[src/pkg/dbpc_regs.svh]
`ifndef DBPC_REGS_SVH
`define DBPC_REGS_SVH

// clock period of hclk
`define DBPC_CLK_NS 100

// register byte offsets
`define DBPC_OFF_CTRL1 8'h00
`define DBPC_OFF_CTRL2 8'h04
`define DBPC_OFF_CTRL3 8'h08
`define DBPC_OFF_DUTY 8'h0c
`define DBPC_OFF_STAT 8'h10
`define DBPC_OFF_MASK 8'h14
`define DBPC_OFF_STATE 8'h18

// first_control_word fields
`define DBPC_RES_MODE_LSB 2
// second_control_word fields
`define DBPC_PK0_LSB 18
`define DBPC_PK1_LSB 12
`define DBPC_VT0_LSB 8
`define DBPC_VT1_LSB 4
// third_control_word fields
`define DBPC_WIN0_LSB 4
`define DBPC_WIN1_LSB 2
`define DBPC_ACT0_LSB 14
`define DBPC_ACT1_LSB 12
// duty register fields
`define DBPC_DUTY0_LSB 0
`define DBPC_DUTY1_LSB 16
// status / mask fields
`define DBPC_STAT_SHORT_LSB 0
`define DBPC_STAT_SUDONE_LSB 2

// reset values: channel 0 follows the dimming pin, channel 1 off
`define DBPC_RST_CTRL1 32'h0000_0000
`define DBPC_RST_CTRL2 32'h0000_0000
`define DBPC_RST_CTRL3 32'h0000_c000
`define DBPC_RST_DUTY 32'h0000_0000
`define DBPC_RST_MASK 32'h0000_0000

// times in their own unit
`define DBPC_BLANK_NS 300
`define DBPC_TOFF_MIN_NS 200
`define DBPC_TOFF_STEP_NS 500
`define DBPC_STARTUP_US 5000
`define DBPC_DEACT_US 10000

// cycle counts: least times round up
`define DBPC_BLANK_CYC ((`DBPC_BLANK_NS + `DBPC_CLK_NS - 1) / `DBPC_CLK_NS)
`define DBPC_TOFF_MIN_CYC ((`DBPC_TOFF_MIN_NS + `DBPC_CLK_NS - 1) / `DBPC_CLK_NS)
`define DBPC_TOFF_STEP_CYC ((`DBPC_TOFF_STEP_NS + `DBPC_CLK_NS - 1) / `DBPC_CLK_NS)
`define DBPC_STARTUP_CYC (`DBPC_STARTUP_US * 1000 / `DBPC_CLK_NS)
`define DBPC_DEACT_CYC (`DBPC_DEACT_US * 1000 / `DBPC_CLK_NS)

`endif

[src/pkg/dbpc_pkg.sv]
package dbpc_pkg;

  localparam int TMR_W = 8;
  localparam int LONG_W = 20;
  localparam int DUTY_W = 10;

  typedef enum logic [1:0] {PH_IDLE, PH_ON, PH_OFF} dbpc_phase_t;

  // activation field encodings
  typedef enum logic [1:0] {ACT_OFF, ACT_PWM, ACT_ON, ACT_PIN} dbpc_act_t;

  // per-channel view handed to the power stage
  typedef struct packed {
    logic half_a;
    logic half_b;
    logic [5:0] peak;
    logic [1:0] win;
  } dbpc_ana_t;

  // per-channel sequencing state
  typedef struct packed {
    dbpc_phase_t ph;
    logic [TMR_W-1:0] tmr;
    logic [LONG_W-1:0] su;
    logic [LONG_W-1:0] offc;
    logic need_su;
    logic latched;
    logic half_a;
    logic half_b;
  } dbpc_ch_t;

  // whole state of the top module
  typedef struct packed {
    logic dp_v;
    logic dp_w;
    logic [7:0] dp_a;
    logic rd_done;
    logic [31:0] hrdata;
    logic [31:0] ctrl1;
    logic [31:0] ctrl2;
    logic [31:0] ctrl3;
    logic [31:0] duty;
    logic [3:0] stat;
    logic [3:0] mask;
    logic irq;
    logic uv_prev;
    dbpc_ch_t [1:0] ch;
  } dbpc_state_t;

endpackage

[src/rtl/dbpc_pwm.sv]
`timescale 1ns/1ns
module dbpc_pwm #(
  parameter int DW = 10
) (
  input wire logic hclk, // clock
  input wire logic hresetn, // async reset, low
  input wire logic [1:0][DW-1:0] duty, // on-count per channel
  output logic [1:0] pwm // dimming level per channel
);
  typedef struct packed {
    logic [DW-1:0] cnt;
    logic [1:0] pwm;
  } dbpc_pwm_reg_t;

  dbpc_pwm_reg_t q, d;

  generate
    if (DW < 2 || DW > 16) begin : g_chk
      $error("dbpc_pwm: resolution out of range");
    end
  endgenerate

  always_comb begin
    d = q;
    d.cnt = q.cnt + 1'b1;
    for (int i = 0; i < 2; i++) begin
      d.pwm[i] = (q.cnt < duty[i]);
    end
  end

  always_ff @(posedge hclk or negedge hresetn) begin
    if (!hresetn) begin
      q <= '0;
    end else begin
      q <= d;
    end
  end

  assign pwm = q.pwm;
endmodule

[src/rtl/dbpc_sync.sv]
`timescale 1ns/1ns
module dbpc_sync #(
  parameter int W = 1
) (
  input wire logic hclk, // clock
  input wire logic hresetn, // async reset, low
  input wire logic [W-1:0] din, // asynchronous levels
  output logic [W-1:0] dout // synchronised levels
);
  typedef struct packed {
    logic [W-1:0] s1;
    logic [W-1:0] s2;
  } dbpc_sync_reg_t;

  dbpc_sync_reg_t q, d;

  generate
    if (W < 1) begin : g_chk
      $error("dbpc_sync: width must be positive");
    end
  endgenerate

  always_comb begin
    d.s1 = din;
    d.s2 = q.s1;
  end

  always_ff @(posedge hclk or negedge hresetn) begin
    if (!hresetn) begin
      q <= '0;
    end else begin
      q <= d;
    end
  end

  assign dout = q.s2;
endmodule

[src/rtl/dbpc_top.sv]
`timescale 1ns/1ns
`include "dbpc_regs.svh"

// Function
// - two buck channels run independently, each regulating peak current with a fixed off-time.
// - a two-bit field of the first control word picks one or both power-stage halves.
// - the reachable peak range follows the resistance mode, lower in the one-half mode.
// - each channel takes its peak target from its own six-bit field of the second word.
// - each channel takes its off-time constant from its own four-bit field of the second word.
// - each period starts with the switch on, and the peak indication turns it off.
// - after turn-off the switch stays off for the derived off-time before the next period.
// - the switch stays on for the blank interval whatever the peak indication says.
// - every cycle keeps at least the minimum off-time so the bootstrap can recharge.
// - each channel has a two-bit input-voltage window field in the third word.
// - during the start-up window a shorted output is not reported for that channel.
// - start-up is armed at first use after reset, after long idle, after clear and after undervoltage.
// - dimming comes from the pin or from a 10-bit internal generator.
// - activation codes are off, internal generator, always on and dimming pin.
module dbpc_top
  import dbpc_pkg::*;
#(
  parameter int STARTUP_CYC = `DBPC_STARTUP_CYC,
  parameter int DEACT_CYC = `DBPC_DEACT_CYC,
  parameter int DW = DUTY_W
) (
  input wire logic hclk, // bus and control clock
  input wire logic hresetn, // async reset, low
  input wire logic hsel, // slave select
  input wire logic [31:0] haddr, // byte address
  input wire logic [1:0] htrans, // transfer type
  input wire logic hwrite, // write when high
  input wire logic [2:0] hsize, // transfer size
  input wire logic [31:0] hwdata, // write data
  input wire logic hready, // bus ready
  output logic [31:0] hrdata, // read data
  output logic hreadyout, // slave ready
  output logic hresp, // always okay
  input wire logic [1:0] peak_hit, // comparator: peak reached
  input wire logic [1:0] short_det, // output short to ground seen
  input wire logic dim_pin, // direct dimming input
  input wire logic bat_uv, // battery_supply undervoltage
  output dbpc_ana_t [1:0] ana, // per-channel power-stage controls
  output logic irq // interrupt level
);

  localparam logic [LONG_W-1:0] SU_LD = LONG_W'(STARTUP_CYC);
  localparam logic [LONG_W-1:0] DEACT_LD = LONG_W'(DEACT_CYC);
  localparam logic [TMR_W-1:0] BLANK_C = TMR_W'(`DBPC_BLANK_CYC);
  localparam logic [TMR_W-1:0] TOFF_MIN_C = TMR_W'(`DBPC_TOFF_MIN_CYC);
  localparam logic [TMR_W-1:0] TOFF_STEP_C = TMR_W'(`DBPC_TOFF_STEP_CYC);

  generate
    if (STARTUP_CYC < 1 || STARTUP_CYC >= (1 << LONG_W)) begin : g_chk_su
      $error("dbpc_top: start-up count out of range");
    end
    if (DEACT_CYC < 1 || DEACT_CYC >= (1 << LONG_W)) begin : g_chk_dly
      $error("dbpc_top: deactivation count out of range");
    end
    if (DW != DUTY_W) begin : g_chk_dw
      $error("dbpc_top: dimming resolution must be ten bits");
    end
    if (16 * `DBPC_TOFF_STEP_CYC >= (1 << TMR_W)) begin : g_chk_toff
      $error("dbpc_top: off-time does not fit its timer");
    end
    if (`DBPC_TOFF_STEP_CYC < 1) begin : g_chk_step
      $error("dbpc_top: off-time step must be at least one cycle");
    end
    if (`DBPC_BLANK_CYC < 1 || `DBPC_BLANK_CYC >= (1 << TMR_W)) begin : g_chk_blank
      $error("dbpc_top: blank interval does not fit its timer");
    end
    if (`DBPC_TOFF_MIN_CYC < 1 || `DBPC_TOFF_MIN_CYC >= (1 << TMR_W)) begin : g_chk_tmin
      $error("dbpc_top: minimum off-time does not fit its timer");
    end
  endgenerate

  dbpc_state_t q, d;

  logic [5:0] sync_out;
  logic [1:0] peak_s;
  logic [1:0] short_s;
  logic dim_s;
  logic uv_s;
  logic [1:0] pwm_lvl;
  logic [1:0][DW-1:0] duty_w;

  // every pin input passes two flops before use: comparator and fault lines
  // move with no regard to hclk, and a metastable level must not split the phase logic
  dbpc_sync #(.W(6)) u_sync (
    .hclk(hclk),
    .hresetn(hresetn),
    .din({bat_uv, dim_pin, short_det, peak_hit}),
    .dout(sync_out)
  );

  assign peak_s = sync_out[1:0];
  assign short_s = sync_out[3:2];
  assign dim_s = sync_out[4];
  assign uv_s = sync_out[5];

  assign duty_w[0] = q.duty[`DBPC_DUTY0_LSB +: DW];
  assign duty_w[1] = q.duty[`DBPC_DUTY1_LSB +: DW];

  // one shared counter keeps the dimming periods of both channels aligned
  dbpc_pwm #(.DW(DW)) u_pwm (
    .hclk(hclk),
    .hresetn(hresetn),
    .duty(duty_w),
    .pwm(pwm_lvl)
  );

  // address decode for the write data phase
  function automatic logic reg_hit(input logic [7:0] a);
    case (a)
      `DBPC_OFF_CTRL1, `DBPC_OFF_CTRL2, `DBPC_OFF_CTRL3, `DBPC_OFF_DUTY,
      `DBPC_OFF_STAT, `DBPC_OFF_MASK, `DBPC_OFF_STATE: reg_hit = 1'b1;
      default: reg_hit = 1'b0;
    endcase
  endfunction

  // activation code to dimming level
  function automatic logic act_level(input logic [1:0] code, input logic pwm,
                                     input logic pin);
    case (dbpc_act_t'(code))
      ACT_OFF: act_level = 1'b0;
      ACT_PWM: act_level = pwm;
      ACT_ON: act_level = 1'b1;
      ACT_PIN: act_level = pin;
      default: act_level = 1'b0;
    endcase
  endfunction

  // off-time from the constant, never below the minimum
  function automatic logic [TMR_W-1:0] toff_cyc(input logic [3:0] vt);
    logic [TMR_W-1:0] t;
    t = TMR_W'({4'h0, vt} + 8'h01) * TOFF_STEP_C;
    toff_cyc = (t < TOFF_MIN_C) ? TOFF_MIN_C : t;
  endfunction

  function automatic logic [3:0] ch_vt(input logic [31:0] c2, input int i);
    ch_vt = (i == 0) ? c2[`DBPC_VT0_LSB +: 4] : c2[`DBPC_VT1_LSB +: 4];
  endfunction

  function automatic logic [5:0] ch_peak(input logic [31:0] c2, input int i);
    ch_peak = (i == 0) ? c2[`DBPC_PK0_LSB +: 6] : c2[`DBPC_PK1_LSB +: 6];
  endfunction

  function automatic logic [1:0] ch_act(input logic [31:0] c3, input int i);
    ch_act = (i == 0) ? c3[`DBPC_ACT0_LSB +: 2] : c3[`DBPC_ACT1_LSB +: 2];
  endfunction

  function automatic logic [1:0] ch_win(input logic [31:0] c3, input int i);
    ch_win = (i == 0) ? c3[`DBPC_WIN0_LSB +: 2] : c3[`DBPC_WIN1_LSB +: 2];
  endfunction

  function automatic logic [31:0] read_mux(input dbpc_state_t s);
    logic [31:0] r;
    r = 32'h0000_0000;
    case (s.dp_a)
      `DBPC_OFF_CTRL1: r = s.ctrl1;
      `DBPC_OFF_CTRL2: r = s.ctrl2;
      `DBPC_OFF_CTRL3: r = s.ctrl3;
      `DBPC_OFF_DUTY: r = s.duty;
      `DBPC_OFF_STAT: r = {28'h0, s.stat};
      `DBPC_OFF_MASK: r = {28'h0, s.mask};
      `DBPC_OFF_STATE: begin
        for (int i = 0; i < 2; i++) begin
          r[i * 8 +: 2] = s.ch[i].ph;
          r[i * 8 + 2] = (s.ch[i].su != '0);
          r[i * 8 + 3] = s.ch[i].latched;
          r[i * 8 + 4] = s.ch[i].need_su;
        end
        r[16] = s.uv_prev;
      end
      default: r = 32'h0000_0000;
    endcase
    read_mux = r;
  endfunction

  always_comb begin
    logic [3:0] stat_set;
    logic [3:0] stat_clr;
    logic en;
    logic low_r;
    d = q;
    stat_set = 4'h0;
    stat_clr = 4'h0;
    en = 1'b0;
    low_r = 1'b0;

    // data phase: writes take one cycle, reads one wait state
    // read data comes from a flop so the mux never sits in the bus return path
    if (q.dp_v && q.dp_w && reg_hit(q.dp_a)) begin
      case (q.dp_a)
        `DBPC_OFF_CTRL1: d.ctrl1 = hwdata;
        `DBPC_OFF_CTRL2: d.ctrl2 = hwdata;
        `DBPC_OFF_CTRL3: d.ctrl3 = hwdata;
        `DBPC_OFF_DUTY: d.duty = hwdata;
        `DBPC_OFF_STAT: stat_clr = hwdata[3:0];
        `DBPC_OFF_MASK: d.mask = hwdata[3:0];
        default: d.ctrl1 = q.ctrl1;
      endcase
    end
    if (q.dp_v && !q.dp_w && !q.rd_done) begin
      d.hrdata = read_mux(q);
      d.rd_done = 1'b1;
    end

    // address phase
    if (hready) begin
      d.dp_v = hsel && htrans[1];
      d.dp_w = hwrite;
      d.dp_a = haddr[7:0];
      d.rd_done = 1'b0;
    end

    d.uv_prev = uv_s;
    // code 00 drives one half of the stage, any other code both
    low_r = (q.ctrl1[`DBPC_RES_MODE_LSB +: 2] != 2'b00);

    for (int i = 0; i < 2; i++) begin
      // enable is the dimming level, blocked by a latched fault or a low supply
      en = act_level(ch_act(q.ctrl3, i), pwm_lvl[i], dim_s)
           && !q.ch[i].latched && !uv_s;

      // start-up arming and the idle timer
      if (uv_s && !q.uv_prev) begin
        d.ch[i].need_su = 1'b1;
      end
      if (!en) begin
        if (q.ch[i].offc == DEACT_LD - 1'b1) begin
          d.ch[i].need_su = 1'b1;
        end
        // the idle count saturates so one long idle arms start-up only once
        if (q.ch[i].offc < DEACT_LD) begin
          d.ch[i].offc = q.ch[i].offc + 1'b1;
        end
      end else begin
        d.ch[i].offc = '0;
      end
      if (q.ch[i].su != '0) begin
        d.ch[i].su = q.ch[i].su - 1'b1;
        if (q.ch[i].su == LONG_W'(1)) begin
          stat_set[`DBPC_STAT_SUDONE_LSB + i] = 1'b1;
        end
      end
      if (en && q.ch[i].need_su) begin
        d.ch[i].su = SU_LD;
        d.ch[i].need_su = 1'b0;
      end

      // short to ground, blind during start-up
      if (short_s[i] && en && q.ch[i].su == '0 && !q.ch[i].need_su &&
          q.ch[i].ph != PH_IDLE) begin
        d.ch[i].latched = 1'b1;
        stat_set[`DBPC_STAT_SHORT_LSB + i] = 1'b1;
      end
      // a write-one clear of a latched-off channel re-arms start-up
      if (stat_clr[`DBPC_STAT_SHORT_LSB + i] && q.ch[i].latched &&
          !stat_set[`DBPC_STAT_SHORT_LSB + i]) begin
        d.ch[i].latched = 1'b0;
        d.ch[i].need_su = 1'b1;
      end

      // switching sequence
      case (q.ch[i].ph)
        PH_IDLE: begin
          if (en) begin
            d.ch[i].ph = PH_ON;
            d.ch[i].tmr = '0;
          end
        end
        PH_ON: begin
          if (q.ch[i].tmr < BLANK_C) begin
            d.ch[i].tmr = q.ch[i].tmr + 1'b1;
          end
          // neither a peak nor a disable ends the on-phase inside the blank interval
          if (q.ch[i].tmr >= BLANK_C - 1'b1) begin
            if (!en) begin
              // a disable still leaves the bootstrap its minimum recharge time
              d.ch[i].ph = PH_OFF;
              d.ch[i].tmr = TOFF_MIN_C;
            end else if (peak_s[i]) begin
              d.ch[i].ph = PH_OFF;
              d.ch[i].tmr = toff_cyc(ch_vt(q.ctrl2, i));
            end
          end
        end
        PH_OFF: begin
          d.ch[i].tmr = q.ch[i].tmr - 1'b1;
          if (q.ch[i].tmr <= TMR_W'(1)) begin
            d.ch[i].ph = en ? PH_ON : PH_IDLE;
            d.ch[i].tmr = '0;
          end
        end
        default: begin
          d.ch[i].ph = PH_IDLE;
          d.ch[i].tmr = '0;
        end
      endcase

      // the second half only follows the first, it never switches alone
      d.ch[i].half_a = (d.ch[i].ph == PH_ON);
      d.ch[i].half_b = (d.ch[i].ph == PH_ON) && low_r;
    end

    // sticky status, set beats clear
    // a short seen in the cycle of its clear stays latched and reported
    d.stat = (q.stat & ~stat_clr) | stat_set;
    d.irq = |(d.stat & d.mask);
  end

  always_ff @(posedge hclk or negedge hresetn) begin
    if (!hresetn) begin
      q <= '0;
      q.ctrl1 <= `DBPC_RST_CTRL1;
      q.ctrl2 <= `DBPC_RST_CTRL2;
      q.ctrl3 <= `DBPC_RST_CTRL3;
      q.duty <= `DBPC_RST_DUTY;
      q.mask <= 4'(`DBPC_RST_MASK);
      q.ch[0].need_su <= 1'b1;
      q.ch[1].need_su <= 1'b1;
    end else begin
      q <= d;
    end
  end

  // only a read data phase waits, and only until its word is in the flop
  assign hreadyout = !(q.dp_v && !q.dp_w && !q.rd_done);
  assign hresp = 1'b0;
  assign hrdata = q.hrdata;
  assign irq = q.irq;

  generate
    for (genvar g = 0; g < 2; g++) begin : g_ana
      assign ana[g].half_a = q.ch[g].half_a;
      assign ana[g].half_b = q.ch[g].half_b;
      assign ana[g].peak = ch_peak(q.ctrl2, g);
      assign ana[g].win = ch_win(q.ctrl3, g);
    end
  endgenerate

endmodule
[config.mk]
export PLATFORM = sky130hd
export DESIGN_NAME = dbpc_top
export DESIGN_NICKNAME = d
export VERILOG_FILES = /design/src/pkg/dbpc_pkg.sv /design/src/rtl/dbpc_pwm.sv /design/src/rtl/dbpc_sync.sv /design/src/rtl/dbpc_top.sv
export VERILOG_INCLUDE_DIRS = /design/src /design/src/pkg
export SDC_FILE = /design/constraint.sdc
export NUM_CORES = 1
export LEC_CHECK = 0
export BUFFER_PORTS_ARGS = -buffer_cell sky130_fd_sc_hd__buf_2
export CAP_MARGIN = 20
export CORE_MARGIN = 4
export CORE_UTILIZATION = 30
export CTS_CLUSTER_SIZE = 10
export DETAILED_ROUTE_END_ITERATION = 10
export HOLD_SLACK_MARGIN = 0.03
export PLACE_DENSITY = 0.47
export SLEW_MARGIN = 20
export SYNTH_ARGS = -nofsm -noshare
export SYNTH_HDL_FRONTEND = slang
export SYNTH_SLANG_ARGS = --single-unit
export TNS_END_PERCENT = 20
[constraint.sdc]
create_clock -name hclk -period 4.79 [get_ports hclk]
set_clock_uncertainty 0.2 [all_clocks]
set_input_delay 0.479 -clock hclk [delete_from_list [all_inputs] [get_ports hclk]]
set_output_delay 0.479 -clock hclk [all_outputs]
set_load 0.02 [all_outputs]
Word-level counts from Yosys, hierarchy flattened

Index checks and enable logic that the tools add are counted.

Multiply operators: 2
Bitwise operators: 4
$lt $le $gt $ge: 12
Add/subtract/negate cells: 11
Eq/ne operators: 24
Mux-type cells: 59
Reduce and logical (&&, ||, !) cells: 62

Operators by type and width:

| cell                                                         | number |
|---|---|
| 2-to-1 mux 20 bit                                            | 8 |
| 2-to-1 mux 10 bit                                            | 10 |
| case mux 10 bit (3 select lines)                             | 2 |
| case mux 15 bit (4 select lines)                             | 1 |
| adder 20 x 1 -> 20 bit, second input constant                | 2 |
| equality test 20 x 1 -> 1 bit, second input constant         | 2 |
| equality test 20 x 17 -> 1 bit, second input constant        | 2 |
| logical NOT 20 bit                                           | 2 |
| less-than comparator 20 x 17 -> 1 bit, second input constant | 2 |
| nonzero test 20 bit                                          | 2 |
| subtractor 20 x 1 -> 20 bit, second input constant           | 2 |
| case mux 5 bit (7 select lines)                              | 1 |
| 2-to-1 mux 33 bit                                            | 1 |
| less-than comparator 8 x 2 -> 1 bit, second input constant   | 4 |
| 2-to-1 mux 8 bit                                             | 4 |
| logical AND 1 bit                                            | 26 |
| case mux 5 bit (5 select lines)                              | 1 |
| equality test 8 x 5 -> 1 bit, second input constant          | 3 |
| case mux 3 bit (4 select lines)                              | 2 |
| less-than comparator 10 bit                                  | 2 |
| 2-to-1 mux 1 bit                                             | 20 |
| nonzero test 2 bit                                           | 10 |
| adder 8 x 1 -> 8 bit, second input constant                  | 2 |
| equality test 8 x 4 -> 1 bit, second input constant          | 2 |
| other kinds (23)                                             | 61 |

Output and inout bits: 55
Input bits: 80
Register bits after elaboration: 313

Logic depth before layout (Yosys ltp)

Depth in word-level cells: 12
Depth in mapped cells: 12
Mapped depth without buffers: 12

Hierarchy

From an unflattened synthesis, not the netlist that was laid out.

Cell total of the unflattened synthesis: 1440
Area total of the unflattened synthesis: 15670.0 um^2

By module, submodules not included:

| module    | times used | area each (um^2) | cells an instance |
|---|---|---|---|
| dbpc_top  | 1          | 14443.9          | 1328 |
| dbpc_pwm  | 1          | 925.9            | 100 |
| dbpc_sync | 1          | 300.3            | 12 |

Least setup slack after synthesis

No wires, ideal clock.

Path kind: register to register
Start: register q[186] in the netlist's numbering
End: register q[99] in the netlist's numbering
Required time: 4.524 ns
Stages on the path, launching flop included: 12
Arrival: 2.991 ns
Slack: 1.533 ns
Cell sequence: dfrtp_1 > ha_1 > and3_1 > clkbuf_1 > ha_1 > inv_1 > fa_1 > or4b_2 > nor4_1 > o41ai_1 > a31oi_1 > a221o_1

Longest elaborated chain between the ends: 8

RTL lines:

| item                                 | RTL line        | RTL |
|---|---|---|
| start: declaration                   | dbpc_top.sv:76  | `dbpc_state_t q, d;` |
| adder 4 x 1 -> 5 bit (*)             | dbpc_top.sv:135 | `t = TMR_W'({4'h0, vt} + 8'h01) * TOFF_STEP_C;` |
| multiplier 5 x 3 -> 8 bit (*)        | dbpc_top.sv:135 |  |
| less-than comparator 8 x 2 -> 1 bit  | dbpc_top.sv:136 | `toff_cyc = (t < TOFF_MIN_C) ? TOFF_MIN_C : t;` |
| 2-to-1 mux 8 bit (*)                 | dbpc_top.sv:136 |  |
| 2-to-1 mux 10 bit (*)                | dbpc_top.sv:282 | `end else if (peak_s[i]) begin` |
| 2-to-1 mux 10 bit (*)                | dbpc_top.sv:278 | `if (!en) begin` |
| 2-to-1 mux 10 bit (*)                | dbpc_top.sv:277 | `if (q.ch[i].tmr >= BLANK_C - 1'b1) begin` |
| case mux 10 bit (3 select lines) (*) | dbpc_top.sv:265 | `case (q.ch[i].ph)` |

Every way passes the cells marked *; elsewhere a longest branch is shown, timed or not.
A chain may end at the register's enable or synchronous reset.

Worst setup path after layout

Same ends and word-level chain as after synthesis.

==> impl_results.md <==
- Status: completed
- Largest family of logic cells by synthesized area: simple AND/OR/NAND/NOR gates
- I/O Buffers: 105
- Root buffer selected by CTS: clkbuf_16
- Global placer's final weighted congestion: 0.8120
- Post-Syn Area: 15520 um^2
- DIE WIDTH: about 240 um
- Chip height: 235.5 um
- Max stage delay cell, worst path: or4b_2
- Post-Synth Simple-Gate Area: 14.57%
- Grt ovf: 0
- Initial antenna violation count: 3
- Setup crit start kind: flop
- Core ar.: 51300 um^2
- Total CTS buffers: 39
- Power Dens Cells: 413.4 nW/um^2
- Register area share after synthesis: roughly half
- Min Tclk post-route: roughly 3.6 ns
- Total Wirelength: 40160 um
- GRT Total Usage: between 10% and 20%
- Max_cap viols: 0
- Initial drt markers: 782
- Worst Path Buf+Inv: 1
- VDD IR max: 0.2097 mV
- Clk slew on worst S/H paths: 0.06 ns
- I/O pin count: roughly 140
- Synth area leaders: dfrtp_1 50%, mux2_2 8.8%, ha_1 3.7%, xnor2_1 3.2%, nor2_1 3.1%
- Post-synthesis mux area share: just under 10%
- Share of the synthesized area in the top cell type: 49.81%
- Slew Limit Fails: 0
- Commonest non-fill, non-tap cell in the layout: dfrtp_1
- Slew margin rel.: 35.61%
- Max H-tree Level: 2
- Layout area overhead: 16.57%
- First-pass GRT wire length: 64490 um
- Vias in the first global route: 11.34k
- Post-DP HPWL: 26920 um
- Area share of fa/ha/maj cells after synthesis: 3.965%
- CTS tree: built
- Setup_tns: 0 ns
- Site Rows: just over 80
- Starting Density: a little under a third
- Slew @ Worst Pin: 0.9649 ns
- Vias: 11.25k
- Nets: between 1.5k and 2k
- Worst path arrival time: 3.87 ns
- Area leader, netlist: dfrtp_1
- Met3 WL post-DR: 1437 um
- Vias/cell: 5.013
- Warning count from the yosys run: 0
- DRC Markers: 0
- CP Max Fanout: 5
- Setup CP Type: reg -> reg
- Metal1 wirelength: 18930 um
- Hold/Removal Path Class: in -> reg
- Latest clock arrival within the worst-skew pair: 0.55 ns
- Period utilization: 75.06%
- Top_reg_cell synth: dfrtp_1
- 1st-pass router iterations: 5
- Most frequent cells in the layout: 309 x dfrtp_1, 129 x nor2_1, 122 x mux2_2
- Cell family with most CP delay: simple AND/OR/NAND/NOR gates
- Post-route ant nets: 0
- Critical Path Most Common Cell: ha_1
- XOR/XNOR share of the synthesized area: 4.384%
- Async SR Flop Fraction: 100.0%
- Mean Syn Cell Area: 10.71 um^2
- Unrepaired setup endpoints after global routing: no
- Req. time, crit path: around 5.1 ns
- Worst Setup End Kind: flop
- Syn nets: 1577
- Syn Inst Count: 1449
- Fill cells: 5239
- Top achievable clock speed: 278.1 MHz
- CP peak stage delay: 0.58 ns
- CTS Sinks: 313
- Endpoints failing hold: 0
- Diodes inserted: 0
- Largest net degree at the start of global routing: ~110
- Post-CTS Resized: 0
- Layout Utilization: 35.28%
- Synthesis-stage register bit count: between 300 and 400
- Leakage: slightly above 8 nW
- Routed length per instance: 17.90 um
- # setup viols final: 0
- Share of cells above drive strength 1: 20.97%
- Clock tree buffer depth: 3
- Synth Area in Compound Gates: 11.12%
- Post-synth EDFFs: 0
- Worst-path cell chain: ha_1 > and3_1 > ha_1 > inv_1 > fa_1 > or4b_2 > nor4_1 > o41ai_1 > a31oi_1 > a221o_1
- Metal2 WL: around 19000 um
- Top Layer Used: met5
- Distinct cells, synth: about 80
- Die area: 55450 um^2
-- per-layer routing --
metal  track usage (%)  vias to the layer above
met5                 0                        -
met3             2.495                       56
met2             22.97                      190
met4             3.684                        2
met1             19.96                     5681
li1                  -                     5321
-- cell type report --
type	instances	area [um^2]	area share, %
timing repair buffer	168	1159	6.402
sequential	313	7838	43.31
multi-input combinational	964	6849	37.85
clock buffer	58	1099	6.070
inverter	54	202.7	1.120
clock inverter	7	100.1	0.5531
tap	680	850.8	4.701
-- final timing paths --
check	cells past startpoint	from	to	slack, ns
max in group asynchronous	3	hresetn	hrdata[13]	2.81
min in group asynchronous	2	hresetn	u_sync.dout[2]	0.39
min	2	hwdata[16]	duty_w[10]	0.07
max reg2reg	10	q[186]	q[99]	1.19
max	10	q[186]	q[99]	1.19
min reg2reg	0	u_sync.d[0]	u_sync.dout[0]	0.15
-- sequential cells by signal (all words and copies together), names as in the netlist --
| name | flops |
|---|---|
| q | 216 |
| duty_w | 20 |
| ana | 20 |
| u_sync.d | 6 |
| u_pwm.pwm | 2 |
| u_sync.dout | 6 |
| hrdata | 32 |
| irq | 1 |
| u_pwm.q | 10 |
-- worst reg2reg max path: cells and delay by family (launching register included) --
kind | cells | cell delay (ns)
and+or+nand+nor | 3 | 1.23
adders and majority gates | 3 | 1.14
DFF | 1 | 0.47
AOI/OAI and AO/OA | 3 | 0.40
buffers and inverters | 1 | 0.07
-- cells by family (layout without fill, tap and decap cells) --
group	after synthesis	count (layout)
AOI/OAI and AO/OA	244	244
xor gates and xnor gates	76	76
adders and majority gates	48	48
buffers and inverters	172	287
DFF	313	313
muxes	136	136
other	1	1
and+or+nand+nor	459	459
-- power by group --
group,switching [mW],internal (mW)
Sequential,0.275,2.92
Combinational,0.893,0.579
Clock,1.12,1.69
-- repair_timing --
item                      CTS  global route
hold endpoints to repair  227             0
buffers inserted            0             0
hold buffers               45             0
-- cells in the mapped netlist (32+ instances only) --
cell type and count:
a31oi_1 32, buf_4 53, clkbuf_1 41, dfrtp_1 309, ha_1 46, inv_1 54
mux2_2 122, nand2_1 120, nand3_1 38, nor2_1 129, o21ai_0 63, xnor2_1 56
-- through the flow --
stage | power (mW) | setup WS, ns | std cells | instance area, um^2 | hold WS, ns
after floorplan | 4.311 | 1.533 | 1449 | 15520 | -0.01659
after global placement | 4.662 | 1.228 | 2134 | 16450 | 0.1359
after detailed placement | 4.684 | 1.228 | 2134 | 16450 | 0.1363
after CTS | 7.593 | 1.190 | 2244 | 18100 | 0.04288
after global routing | 7.904 | 0.9686 | 2244 | 18100 | 0.06089
final | 7.481 | 1.195 | 2244 | 18100 | 0.07297
Note: power is estimated with default switching activity, not from simulation.
